**src/shared/scs_pkg.sv**
```systemverilog
// Constants, types and helpers for the storage card security command block.
// Assumes a 32-bit AXI4-Lite register bus and a single 25 MHz clock domain.
package scs_pkg;

  ////////////////////////////////////////////////////////////////////////////
  // Register indices; byte address is four times the index
  localparam logic [3:0] IDX_FEATURE  = 4'h1;
  localparam logic [3:0] IDX_COUNT    = 4'h2;
  localparam logic [3:0] IDX_SECTOR   = 4'h3;
  localparam logic [3:0] IDX_TRK_LO   = 4'h4;
  localparam logic [3:0] IDX_TRK_HI   = 4'h5;
  localparam logic [3:0] IDX_UNITHEAD = 4'h6;
  localparam logic [3:0] IDX_OPCODE   = 4'h7;
  localparam logic [3:0] IDX_DATA     = 4'h8;
  localparam logic [3:0] IDX_STATUS   = 4'h9;
  localparam logic [3:0] IDX_GEOM     = 4'hA;
  localparam logic [3:0] IDX_CAPACITY = 4'hB;

  ////////////////////////////////////////////////////////////////////////////
  // Opcodes
  localparam logic [7:0] OP_SET_PW     = 8'hF1;
  localparam logic [7:0] OP_UNLOCK     = 8'hF2;
  localparam logic [7:0] OP_ERASE_PREP = 8'hF3;
  localparam logic [7:0] OP_ERASE_UNIT = 8'hF4;
  localparam logic [7:0] OP_FREEZE     = 8'hF5;
  localparam logic [7:0] OP_DISABLE_PW = 8'hF6;
  localparam logic [3:0] OP_SEEK_HI    = 4'h7;

  ////////////////////////////////////////////////////////////////////////////
  // Password sector layout and field positions
  localparam logic [7:0] SECT_LAST_WORD = 8'hFF;
  localparam logic [7:0] PW_LAST_WORD   = 8'h10;
  localparam int unsigned CW_ID_BIT     = 0;
  localparam int unsigned CW_LEVEL_BIT  = 8;
  localparam int unsigned CDH_LBA_BIT   = 6;
  localparam int unsigned ERR_ABRT_BIT  = 2;
  localparam int unsigned ERR_IDNF_BIT  = 4;

  ////////////////////////////////////////////////////////////////////////////
  // Reset values
  localparam logic [2:0]  UNLOCK_TRIES_RST = 3'h5;
  localparam logic [19:0] GEOM_RST         = 20'hF_0400;
  localparam logic [27:0] CAPACITY_RST     = 28'h000_4000;
  localparam logic [1:0]  RESP_OKAY        = 2'h0;
  localparam logic [1:0]  RESP_DECERR      = 2'h3;

  typedef enum logic [1:0] {ST_IDLE, ST_XFER, ST_EXEC} scs_state_t;

  // Status word, bit 0 upward: busy, drq, err, done, frozen, locked, ...
  typedef struct packed {
    logic [2:0] tries;
    logic       level_max;
    logic       armed;
    logic       locked;
    logic       frozen;
    logic       done;
    logic       err;
    logic       drq;
    logic       busy;
  } scs_status_t;

  // Byte-lane merge of a write into an existing word
  function automatic logic [31:0] scs_merge(input logic [31:0] old,
                                            input logic [31:0] wdat,
                                            input logic [3:0]  strb);
    logic [31:0] res;
    res = old;
    for (int i = 0; i < 4; i++) begin
      if (strb[i]) begin
        res[8*i +: 8] = wdat[8*i +: 8];
      end
    end
    return res;
  endfunction

  // Register index from a byte address; 4'h0 when outside the window
  function automatic logic [3:0] scs_index(input logic [7:0] addr);
    return (addr[7:6] == 2'h0) ? addr[5:2] : 4'h0;
  endfunction

endpackage

```
**src/design/scs_core.sv**
```systemverilog
// Security command interpreter of a flash storage card, with AXI4-Lite regs.
// Assumes the host obeys AXI4-Lite handshakes; passwords live in storage
// that aresetn never clears, modelling retention across card resets.
//
// Design decision made here: the AXI4-Lite register port.
`timescale 1ns/10ps

// Operation
// - Erase-unit takes one full password sector first
// - Erase-unit password mismatch aborts, erases nothing
// - Erase-unit aborts unless erase-prepare came directly before
// - Freeze-lock enters frozen state, blocks lock changes
// - Frozen rejects set, unlock, disable, erase-unit
// - Only reset clears frozen state
// - Freeze-lock while frozen completes, stays frozen
// - Freeze-lock completion zeroes transfer count
// - Without security, freeze opcode runs wear spreading
// - Sector word0: id bit0, level bit8, password words
// - User/high: store user, arm lock, both unlock
// - User/max: store user, arm, user-only unlock
// - Master: store master, lock and level unchanged
// - Master unlock compares at high, rejected at max
// - User unlock compares stored user password
// - Tries start five, locked mismatch aborts, decrements
// - Zero tries aborts unlock and erase-unit
// - Unlock while unlocked leaves tries unchanged
// - Seek only range-checks address, error if out
// - Control bit0 selects user or master compare
// - Erase-prepare opcode recognised, enables next erase-unit
module scs_core
  import scs_pkg::*;
(
  input  wire logic        aclk,
  input  wire logic        aresetn,
  input  wire logic        nv_resetn,
  input  wire logic        sec_supported,
  input  wire logic [7:0]  s_axi_awaddr,
  input  wire logic        s_axi_awvalid,
  output logic             s_axi_awready,
  input  wire logic [31:0] s_axi_wdata,
  input  wire logic [3:0]  s_axi_wstrb,
  input  wire logic        s_axi_wvalid,
  output logic             s_axi_wready,
  output logic [1:0]       s_axi_bresp,
  output logic             s_axi_bvalid,
  input  wire logic        s_axi_bready,
  input  wire logic [7:0]  s_axi_araddr,
  input  wire logic        s_axi_arvalid,
  output logic             s_axi_arready,
  output logic [31:0]      s_axi_rdata,
  output logic [1:0]       s_axi_rresp,
  output logic             s_axi_rvalid,
  input  wire logic        s_axi_rready,
  output logic             busy,
  output logic             erase_unit_go,
  output logic             wear_spread_cmd
);

  ////////////////////////////////////////////////////////////////////////////
  // Declarations
  logic         aw_hold_q, w_hold_q, bvalid_q, rvalid_q;
  logic [7:0]   awaddr_q;
  logic [31:0]  wdata_q, rdata_q, rd_word_c;
  logic [3:0]   wstrb_q, wr_idx, rd_idx;
  logic [1:0]   bresp_q, rresp_q;
  logic         wr_fire, wr_hit, rd_hit;
  scs_state_t   state_q;
  logic [7:0]   opcode_q, wcnt_q, err_q;
  logic [15:0]  ctrl_q;
  logic [255:0] pwbuf_q, user_pw_q, master_pw_q;
  logic [7:0]   count_q, sector_q, trk_lo_q, trk_hi_q, unithead_q;
  logic [19:0]  geom_q;
  logic [27:0]  capacity_q;
  logic         done_q, frozen_q, locked_q, prep_q, armed_q, level_max_q;
  logic [2:0]   tries_q;
  logic         erase_go_q, wear_go_q;
  logic         exec, op_start, data_wr, pw_match_c, abort_c, idnf_c, addr_ok_c;
  logic         needs_sector_c;
  logic [3:0]   pw_slot;
  scs_status_t  status_c;

  assign exec    = (state_q == ST_EXEC);
  assign busy    = (state_q != ST_IDLE);
  assign pw_slot = 4'(wcnt_q - 8'h01);

  ////////////////////////////////////////////////////////////////////////////
  // AXI4-Lite write channel: address and data taken in either order
  assign s_axi_awready = !aw_hold_q && !bvalid_q;
  assign s_axi_wready  = !w_hold_q && !bvalid_q;
  assign s_axi_bvalid  = bvalid_q;
  assign s_axi_bresp   = bresp_q;
  assign wr_fire       = aw_hold_q && w_hold_q && !bvalid_q;
  assign wr_idx        = scs_index(awaddr_q);
  assign wr_hit        = (wr_idx != 4'h0) && (wr_idx <= IDX_CAPACITY);
  assign op_start      = wr_fire && (wr_idx == IDX_OPCODE) && wstrb_q[0] &&
                         (state_q == ST_IDLE);
  // Password words must arrive as full 16-bit lanes
  assign data_wr       = wr_fire && (wr_idx == IDX_DATA) && (&wstrb_q[1:0]) &&
                         (state_q == ST_XFER);

  // Hold each channel until both have arrived, then answer once
  always_ff @(posedge aclk) begin
    if (!aresetn) begin
      aw_hold_q <= 1'b0;
      w_hold_q  <= 1'b0;
      bvalid_q  <= 1'b0;
      bresp_q   <= RESP_OKAY;
      awaddr_q  <= 8'h00;
      wdata_q   <= 32'h0000_0000;
      wstrb_q   <= 4'h0;
    end else begin
      if (s_axi_awvalid && s_axi_awready) begin
        aw_hold_q <= 1'b1;
        awaddr_q  <= s_axi_awaddr;
      end
      if (s_axi_wvalid && s_axi_wready) begin
        w_hold_q <= 1'b1;
        wdata_q  <= s_axi_wdata;
        wstrb_q  <= s_axi_wstrb;
      end
      if (wr_fire) begin
        aw_hold_q <= 1'b0;
        w_hold_q  <= 1'b0;
        bvalid_q  <= 1'b1;
        bresp_q   <= wr_hit ? RESP_OKAY : RESP_DECERR;
      end else if (bvalid_q && s_axi_bready) begin
        bvalid_q <= 1'b0;
      end
    end
  end

  ////////////////////////////////////////////////////////////////////////////
  // AXI4-Lite read channel, one cycle to answer
  assign s_axi_arready = !rvalid_q;
  assign s_axi_rvalid  = rvalid_q;
  assign s_axi_rdata   = rdata_q;
  assign s_axi_rresp   = rresp_q;
  assign rd_idx        = scs_index(s_axi_araddr);
  assign rd_hit        = (rd_idx != 4'h0) && (rd_idx <= IDX_CAPACITY);

  // Status snapshot shared by two read addresses
  always_comb begin
    status_c           = '0;
    status_c.busy      = busy;
    status_c.drq       = (state_q == ST_XFER);
    status_c.err       = (err_q != 8'h00);
    status_c.done      = done_q;
    status_c.frozen    = frozen_q;
    status_c.locked    = locked_q;
    status_c.armed     = armed_q;
    status_c.level_max = level_max_q;
    status_c.tries     = tries_q;
  end

  // Read mux; write-only feature slot returns the error byte
  always_comb begin
    rd_word_c = 32'h0000_0000;
    case (rd_idx)
      IDX_FEATURE:  rd_word_c[7:0]  = err_q;
      IDX_COUNT:    rd_word_c[7:0]  = count_q;
      IDX_SECTOR:   rd_word_c[7:0]  = sector_q;
      IDX_TRK_LO:   rd_word_c[7:0]  = trk_lo_q;
      IDX_TRK_HI:   rd_word_c[7:0]  = trk_hi_q;
      IDX_UNITHEAD: rd_word_c[7:0]  = unithead_q;
      IDX_OPCODE:   rd_word_c[7:0]  = status_c[7:0];
      IDX_STATUS:   rd_word_c[10:0] = status_c;
      IDX_GEOM:     rd_word_c[19:0] = geom_q;
      IDX_CAPACITY: rd_word_c[27:0] = capacity_q;
      default:      rd_word_c       = 32'h0000_0000;
    endcase
  end

  always_ff @(posedge aclk) begin
    if (!aresetn) begin
      rvalid_q <= 1'b0;
      rdata_q  <= 32'h0000_0000;
      rresp_q  <= RESP_OKAY;
    end else if (s_axi_arvalid && s_axi_arready) begin
      rvalid_q <= 1'b1;
      rdata_q  <= rd_word_c;
      rresp_q  <= rd_hit ? RESP_OKAY : RESP_DECERR;
    end else if (rvalid_q && s_axi_rready) begin
      rvalid_q <= 1'b0;
    end
  end

  ////////////////////////////////////////////////////////////////////////////
  // Task-file registers; host writes ignored while a command runs
  always_ff @(posedge aclk) begin
    if (!aresetn) begin
      count_q    <= 8'h00;
      sector_q   <= 8'h00;
      trk_lo_q   <= 8'h00;
      trk_hi_q   <= 8'h00;
      unithead_q <= 8'h00;
      geom_q     <= GEOM_RST;
      capacity_q <= CAPACITY_RST;
    end else if (exec && opcode_q == OP_FREEZE && sec_supported) begin
      count_q <= 8'h00;
    end else if (wr_fire && state_q == ST_IDLE) begin
      if (wr_idx == IDX_COUNT && wstrb_q[0])    count_q    <= wdata_q[7:0];
      if (wr_idx == IDX_SECTOR && wstrb_q[0])   sector_q   <= wdata_q[7:0];
      if (wr_idx == IDX_TRK_LO && wstrb_q[0])   trk_lo_q   <= wdata_q[7:0];
      if (wr_idx == IDX_TRK_HI && wstrb_q[0])   trk_hi_q   <= wdata_q[7:0];
      if (wr_idx == IDX_UNITHEAD && wstrb_q[0]) unithead_q <= wdata_q[7:0];
      if (wr_idx == IDX_GEOM) begin
        geom_q <= 20'(scs_merge(32'(geom_q), wdata_q, wstrb_q));
      end
      if (wr_idx == IDX_CAPACITY) begin
        capacity_q <= 28'(scs_merge(32'(capacity_q), wdata_q, wstrb_q));
      end
    end
  end

  ////////////////////////////////////////////////////////////////////////////
  // Command decision, evaluated in the single execute cycle
  assign needs_sector_c = (wdata_q[7:0] == OP_SET_PW) ||
                          (wdata_q[7:0] == OP_UNLOCK) ||
                          (wdata_q[7:0] == OP_ERASE_UNIT) ||
                          (wdata_q[7:0] == OP_DISABLE_PW);
  assign pw_match_c = ctrl_q[CW_ID_BIT] ? (pwbuf_q == master_pw_q)
                                        : (pwbuf_q == user_pw_q);
  // Track bytes hold LBA 23..8, low head field LBA 27..24
  assign addr_ok_c  = unithead_q[CDH_LBA_BIT] ?
                      ({unithead_q[3:0], trk_hi_q, trk_lo_q, sector_q} < capacity_q) :
                      (({trk_hi_q, trk_lo_q} < geom_q[15:0]) &&
                       (unithead_q[3:0] <= geom_q[19:16]));

  always_comb begin
    abort_c = 1'b0;
    idnf_c  = 1'b0;
    if (opcode_q[7:4] == OP_SEEK_HI) begin
      idnf_c = !addr_ok_c;
    end else begin
      case (opcode_q)
        OP_SET_PW:     abort_c = frozen_q || !sec_supported;
        OP_UNLOCK:     abort_c = frozen_q || !sec_supported ||
                                 (tries_q == 3'h0) ||
                                 (ctrl_q[CW_ID_BIT] && level_max_q) ||
                                 !pw_match_c;
        OP_ERASE_PREP: abort_c = !sec_supported;
        OP_ERASE_UNIT: abort_c = !prep_q || frozen_q ||
                                 (tries_q == 3'h0) ||
                                 !sec_supported || !pw_match_c;
        OP_FREEZE:     abort_c = 1'b0;
        OP_DISABLE_PW: abort_c = frozen_q || !sec_supported || !pw_match_c;
        default:       abort_c = 1'b1;
      endcase
    end
  end

  ////////////////////////////////////////////////////////////////////////////
  // Command sequencer: take opcode, gather sector, execute, finish
  always_ff @(posedge aclk) begin
    if (!aresetn) begin
      state_q  <= ST_IDLE;
      opcode_q <= 8'h00;
      wcnt_q   <= 8'h00;
      ctrl_q   <= 16'h0000;
      pwbuf_q  <= '0;
      err_q    <= 8'h00;
      done_q   <= 1'b0;
    end else begin
      unique case (state_q)
        ST_IDLE: if (op_start) begin
          opcode_q <= wdata_q[7:0];
          wcnt_q   <= 8'h00;
          err_q    <= 8'h00;
          done_q   <= 1'b0;
          state_q  <= needs_sector_c ? ST_XFER : ST_EXEC;
        end
        ST_XFER: if (data_wr) begin
          // Words past the password are drained and dropped
          if (wcnt_q == 8'h00) begin
            ctrl_q <= wdata_q[15:0];
          end else if (wcnt_q <= PW_LAST_WORD) begin
            pwbuf_q[{pw_slot, 4'h0} +: 16] <= wdata_q[15:0];
          end
          wcnt_q <= wcnt_q + 8'h01;
          if (wcnt_q == SECT_LAST_WORD) begin
            state_q <= ST_EXEC;
          end
        end
        ST_EXEC: begin
          err_q[ERR_ABRT_BIT] <= abort_c;
          err_q[ERR_IDNF_BIT] <= idnf_c;
          done_q              <= 1'b1;
          state_q             <= ST_IDLE;
        end
      endcase
    end
  end

  ////////////////////////////////////////////////////////////////////////////
  // Volatile lock state; lock taken from the armed flag at each reset
  always_ff @(posedge aclk) begin
    if (!aresetn) begin
      frozen_q <= 1'b0;
      tries_q  <= UNLOCK_TRIES_RST;
      prep_q   <= 1'b0;
      locked_q <= armed_q;
    end else if (exec) begin
      // Any other command breaks the prepare-then-erase pairing
      prep_q <= (opcode_q == OP_ERASE_PREP) && sec_supported;
      if (opcode_q == OP_FREEZE && sec_supported) begin
        frozen_q <= 1'b1;
      end
      if ((opcode_q == OP_UNLOCK || opcode_q == OP_ERASE_UNIT ||
           opcode_q == OP_DISABLE_PW) && !abort_c) begin
        locked_q <= 1'b0;
      end
      // Only a rejected unlock on a locked card spends a try
      if (opcode_q == OP_UNLOCK && abort_c && locked_q && !frozen_q &&
          sec_supported && tries_q != 3'h0) begin
        tries_q <= tries_q - 3'h1;
      end
    end
  end

  ////////////////////////////////////////////////////////////////////////////
  // Retained passwords and lock arming
  always_ff @(posedge aclk) begin
    if (!nv_resetn) begin
      armed_q     <= 1'b0;
      level_max_q <= 1'b0;
      user_pw_q   <= '0;
      master_pw_q <= '0;
    end else if (exec && !abort_c) begin
      if (opcode_q == OP_SET_PW && ctrl_q[CW_ID_BIT]) begin
        master_pw_q <= pwbuf_q;
      end else if (opcode_q == OP_SET_PW) begin
        user_pw_q   <= pwbuf_q;
        armed_q     <= 1'b1;
        level_max_q <= ctrl_q[CW_LEVEL_BIT];
      end else if (opcode_q == OP_ERASE_UNIT) begin
        user_pw_q <= '0;
        armed_q   <= 1'b0;
      end else if (opcode_q == OP_DISABLE_PW) begin
        armed_q <= 1'b0;
      end
    end
  end

  ////////////////////////////////////////////////////////////////////////////
  // One-cycle strobes to the media side
  always_ff @(posedge aclk) begin
    if (!aresetn) begin
      erase_go_q <= 1'b0;
      wear_go_q  <= 1'b0;
    end else begin
      erase_go_q <= exec && opcode_q == OP_ERASE_UNIT && !abort_c;
      wear_go_q  <= exec && opcode_q == OP_FREEZE && !sec_supported;
    end
  end

  assign erase_unit_go   = erase_go_q;
  assign wear_spread_cmd = wear_go_q;
endmodule

```
**config.mk**
```make
export PLATFORM = sky130hd
export DESIGN_NAME = scs_core
export DESIGN_NICKNAME = d
export VERILOG_FILES = /design/src/shared/scs_pkg.sv /design/src/design/scs_core.sv
export SDC_FILE = /design/constraint.sdc
export NUM_CORES = 2
export LEC_CHECK = 0
export ABC_AREA = 0
export BUFFER_PORTS_ARGS = -buffer_cell sky130_fd_sc_hd__buf_2
export CELL_PAD_IN_SITES_DETAIL_PLACEMENT = 1
export CELL_PAD_IN_SITES_GLOBAL_PLACEMENT = 1
export CORE_MARGIN = 2
export CORE_UTILIZATION = 45
export CTS_CLUSTER_DIAMETER = 60
export CTS_CLUSTER_SIZE = 40
export DETAILED_ROUTE_END_ITERATION = 8
export PLACE_DENSITY_LB_ADDON = 0.2
export SYNTH_ARGS = -nofsm -noshare
export SYNTH_HDL_FRONTEND = slang
export SYNTH_SLANG_ARGS = --single-unit
```
**constraint.sdc**
```tcl
create_clock -name aclk -period 4.2 [get_ports aclk]
set_input_delay 0.63 -clock aclk [delete_from_list [all_inputs] [get_ports aclk]]
set_output_delay 0.63 -clock aclk [all_outputs]
set_load 0.01 [all_outputs]
```
# --- After elaboration in Yosys (flattened, before gate mapping) ---
# Cells that the tools add are included.
op_classes:
  n_addsub: 4
  magnitude_cmp: 6
  eq_ne: 40
  shift: 2
  muxes: 39
  n_bitwise: 4
  reduce_logical: 109
op_table:
  columns: ["cell", "n"]
  rows:
  - ["equality test 256 bit", 2]
  - ["2-to-1 mux 256 bit", 2]
  - ["bitwise mux 256 bit", 1]
  - ["variable shift 16 x 10 -> 256 bit, first input constant", 1]
  - ["indexed part select 16 x 10 -> 256 bit", 1]
  - ["equality test 8 bit, second input constant", 11]
  - ["one-hot mux 8 bit (9 select lines)", 1]
  - ["logical AND 1 bit", 40]
  - ["equality test 4 x 3 -> 1 bit, second input constant", 9]
  - ["AND reduction 4 bit", 8]
  - ["AND reduction 3 bit", 10]
  - ["less-than comparator 28 bit", 1]
  - ["equality test 4 bit, second input constant", 6]
  - ["2-to-1 mux 8 bit", 3]
  - ["one-hot mux 9 bit (2 select lines)", 1]
  - ["equality test 4 x 2 -> 1 bit, second input constant", 4]
  - ["less-than comparator 16 bit", 1]
  - ["one-hot mux 8 bit (2 select lines)", 1]
  - ["AND reduction 2 bit", 8]
  - ["2-to-1 mux 1 bit", 15]
  - ["logical OR 1 bit", 14]
  - ["2-to-1 mux 2 bit", 6]
  - ["nonzero test 2 bit", 6]
  - ["zero test 1 bit", 10]
  - ["other kinds (26)", 42]
word_totals:
  regBits: 972
  input_bits: 61
  out_inout_bits: 44
  elab_cells: 243

# --- Logic depth before layout (Yosys ltp) ---
depth:
  ltp_word: 13
  ltp_mapped: 15
  ltp_nobuf: 12

# --- Least setup slack after synthesis ---
# No wires, ideal clock.
synth_timing:
  path_kind: "reg-to-reg"
  from: "register ctrl_q[0]"
  to: "register user_pw_q[84]"
  arrival_ns: 3.265
  slack_ns: 0.807
  path_stages_with_launch: 15
  cell_sequence: "dfxtp_1 buf_4 buf_2 buf_2 mux2i_1 xnor2_1 nor4_1 nand4_1 nor4_1 nand3b_1 or4_4 a21oi_1 buf_2 buf_2 o22ai_1"
synth_via:
  elab_chain_len: 8
  word_cells_on_any_way: 14
  classes_between: "mux: 3; bitwise: 1; reduce/logical: 10"
synth_rtl:
  columns: ["element", "line", "rtl"]
  rows:
  - ["start, declared", "scs_core.sv:69", "logic [15:0] ctrl_q;"]
  - ["start signal, assigned", "scs_core.sv:275", "ctrl_q <= wdata_q[15:0];"]
  - ["2-to-1 mux 1 bit / logical AND 1 bit (equally long branches)", "scs_core.sv:221, scs_core.sv:239", null]
  - ["zero test 1 bit / logical OR 1 bit (equally long branches)", null, null]
  - ["logical OR 1 bit (on tied branches)", "scs_core.sv:246, scs_core.sv:239, scs_core.sv:244", null]
  - ["one-hot mux 1 bit (6 select lines)", "scs_core.sv:235", "case (opcode_q)"]
  - ["2-to-1 mux 1 bit", "scs_core.sv:232", "if (opcode_q[7:4] == OP_SEEK_HI) begin"]
  - ["zero test 1 bit", "scs_core.sv:328", "end else if (exec && !abort_c) begin"]
  - ["logical AND 1 bit", "scs_core.sv:328", null]
  - ["AND reduction 3 bit (no line) (*)", null, null]
  - ["end signal, assigned", "scs_core.sv:332", "user_pw_q <= pwbuf_q;"]
  - ["end, declared", "scs_core.sv:70", "logic [255:0] pwbuf_q, user_pw_q, master_pw_q;"]
# Every way passes the cells marked *; elsewhere a longest branch is shown, timed or not.
# A chain may end at the register's enable or synchronous reset.

# --- Final worst setup path ---
layout_timing:
  from: "register ctrl_q[0]"
  to: "register user_pw_q[206]"
# The elaborated chain is that of the path after synthesis.

==> metrics.md <==
| Metric | Value |
|---|---|
| DR top layer | `met5` |
| Drt pass-1 iters | `5` |
| Final WS setup | `-192 ps` |
| CP endpoint kind | `register` |
| Pint | `14.1 mW` |
| Post-Syn Area | `0.0448 sq mm` |
| Initial antenna violation count | `2` |
| Crit path cell chain | `buf_12 -> buf_12 -> buf_16 -> mux2i_4 -> xnor2_1 -> nor4_2 -> nand4_1 -> or4_4 -> nand3b_1 -> buf_4 -> nor4_1 -> buf_4 -> o211ai_1 -> buf_4 -> buf_6 -> buf_12 -> o22ai_1` |
| Port-buffer cells | `92` |
| Clock skew | `30.0 ps` |
| DRT iter0 DRCs | `2883` |
| EDFF count, synth | `1` |
| Synth cell types | `61` |
| Post-layout util | `53.5%` |
| N_diodes | `0` |
| Relative slew slack | `19.9%` |
| Initial core utilization | `45.4%` |
| P_leak | `17.5 nW` |
| DR DRC count | `0` |
| Final Power | `19.2 mW` |
| Register area share after synthesis | `43.0%` |
| Layout fillers | `11362` |
| Largest net degree at the start of global routing | `178` |
| Vias in the first global route | `39045` |
| Met3 WL | `8.73 mm` |
| Critical Path Source Type | `register` |
| FF+latch count, synth | `961` |
| Violated checks | `negative setup slack` |
| H-tree levels | `3` |
| Synth top area cells | `dfxtp_1, mux2i_1, nand2_1` |
| CP max FO | `21` |
| Rows | `115` |
| Share of flip-flops with an asynchronous set or reset | `0%` |
| R2R Setup Slk | `-190 ps` |
| WL met1 | `69.4 mm` |
| Die width | `319 microns` |
| Pwr Density | `364 mW/mm^2` |
| First-pass GRT wire length | `234 mm` |
| Clk sink count | `961` |
| Vias per cell | `5.71` |
| Max Root-Sink Buffers | `3` |
| Antenna Nets Post-Route | `0` |
| Actual slew at the worst max-slew pin | `1200 ps` |
| Number of synthesis warnings | `0` |
| Post-DP HPWL | `98.3 mm` |
| Final hold violations | `0` |
| CP max stage delay | `620 ps` |
| Maximum VDD drop | `0.311 mV` |
| GRT overflow | `0` |
| Synthesized area per cell | `8.43 sq um` |
| Fin crit period | `4390 ps` |
| Die area | `0.102 sq mm` |
| Switching share of power | `26.8%` |
| Insertion delay to the later sink of the worst-skew pair | `700 ps` |
| WL met2 | `76.6 mm` |
| Maximum clock rate | `0.228 GHz` |
| Post-route setup TNS | `-28980 ps` |
| Pre-CTS setup slack | `-328 ps` |
| CTS tree | `yes` |
| Area grow syn2layout | `17.8%` |
| Dominant synthesized flop cell | `dfxtp_1` |
| Most common cell after layout, fill and taps aside | `nand2_1` |
| WP data arrival | `5000 ps` |
| Multi-input gate area | `0.0228 sq mm` |
| Final Net Count | `5537` |
| Setup-failing EPs final | `422` |
| Top cell type's share of synthesized area | `42.9%` |
| Final Slew Violations | `0` |
| Commonest non-fill, non-tap cells in the layout | `nand2_1, dfxtp_1, mux2i_1` |
| Clock slew at reported path FFs | `80 ps` |
| Sw Pwr | `5.16 mW` |
| Slowest CP cell | `or4_4` |
| Register area | `0.0193 sq mm` |
| Gpl congestion | `0.832` |
| Area leader, netlist | `dfxtp_1` |
| Routed wire per std cell | `23.8 microns` |
| Maxcap violations | `0` |
| Ports | `105` |
| Combinational power share | `4.4%` |
| Synth Instances | `5310` |
| RSZ-0062 raised after global routing | `yes` |
| Worst Path Required | `4810 ps` |
| Share of layout cells above drive strength 1 | `11.6%` |
| Clock power share | `47.6%` |
| Setup CP Type | `reg -> reg` |
| Worst min-delay path category | `in -> reg` |
| Seq pwr share | `48.0%` |
| Outcome | `finished, violations left` |
| Detailed Route WL | `161 mm` |
| Via count | `38755` |
| Inserted Clock Buffers | `90` |
| Root Driver | `clkbuf_16` |
| Die Y | `319 microns` |
| Final Cycle Share | `105%` |
| Core area | `0.0986 sq mm` |
| GRT Util Overall | `29.3%` |
## repair_timing
action                                  4_1_cts  5_1_grt
pin swaps                                     6       15
buffers inserted                              6       19
gates resized for setup                      22       88
endpoints found under the setup margin      509      507
cloned                                        4       43
hold buffers                                  0        0
## layer usage
layer	global-route usage, %	vias up
met2	49.6	1064
li1	-	17906
met1	38.5	19467
met3	3.48	316
met4	10.2	2
met5	0	-
## cell type report
type                    count  area share (%)
repair buffers            409            8.77
clock inverters            73            1.80
multi-input cells        3632            43.1
clock buffers              97            4.45
inverters                 325            2.31
flip-flops and latches    961            36.5
well taps                1287            3.05
## synthesized netlist by cell type (all sizes together) (3+ instances only)
cell type,number
a21boi,321
a21o,12
a21oi,26
a221oi,5
a222oi,9
a22oi,35
and2,26
and3,19
buf,116
clkbuf,279
dfxtp,960
ha,57
inv,325
mux2i,602
nand2,1438
nand2b,9
nand3,125
nand3b,3
nand4,36
nor2,103
nor2b,94
nor3,13
nor4,76
nor4b,5
o211ai,6
o21a,4
o21ai,48
o22ai,261
or2,3
or3,4
or4,5
xnor2,248
xor2,9
## registers in the layout, indices dropped and copies added, names as in the netlist, 6 cells and up
name,flops
pwbuf_q,256
user_pw_q,256
awaddr_q,6
trk_hi_q,8
unithead_q,8
opcode_q,8
s_axi_rdata,28
wdata_q,28
sector_q,8
capacity_q,28
trk_lo_q,8
wcnt_q,8
master_pw_q,256
geom_q,20
count_q,8
## power groups by stage
| stage | Combinational, mW | Clock (mW) | Sequential, mW |
|---|---|---|---|
| after floorplan | 0.503 | 0 | 9.37 |
| after global routing | 0.888 | 9.60 | 9.23 |
| after detailed placement | 0.830 | 0 | 9.44 |
| final | 0.847 | 9.15 | 9.23 |
| after global placement | 0.820 | 0 | 9.44 |
| after CTS | 0.833 | 9.26 | 9.23 |
## stage by stage
stage | hold WS (ps) | area [sq um] | std cells
2_1_floorplan | 434 | 44800 | 5313
3_3_place_gp | 441 | 47600 | 6543
3_5_place_dp | 449 | 47600 | 6543
4_1_cts | 150 | 51200 | 6723
5_1_grt | 174 | 52800 | 6784
6_report | 181 | 52800 | 6784
## critical path: cells and delay by family (launching register included)
kind | cells | cell delay, ps
AND/OR/NAND/NOR | 5 | 1820
buffers and inverters | 8 | 1380
flip-flops | 1 | 410
AO/OA/AOI/OAI | 2 | 340
multiplexers | 1 | 220
XOR/XNOR | 1 | 100
## final timing paths
kind | end | from | cells after the start
setup / recovery | user_pw_q[206] | ctrl_q[0] | 17
hold / removal | wdata_q[23] | s_axi_wdata[23] | 3
setup reg to reg | user_pw_q[206] | ctrl_q[0] | 17
hold reg to reg | master_pw_q[212] | master_pw_q[212] | 2
## cell families (layout without fill, tap and decap cells)
family | count (synthesis) | after routing | share of synthesized area (%)
AND/OR/NAND/NOR | 1967 | 1967 | 18.6
flip-flops | 961 | 961 | 43.0
AO/OA/AOI/OAI | 743 | 743 | 11.4
buffers and inverters | 720 | 904 | 6.86
multiplexers | 604 | 604 | 13.5
XOR/XNOR | 257 | 257 | 5.03
adder cells (fa/ha/maj) | 57 | 57 | 1.59
other | 1 | 4 | 0.00837
Power figures use the tool's default switching activity.
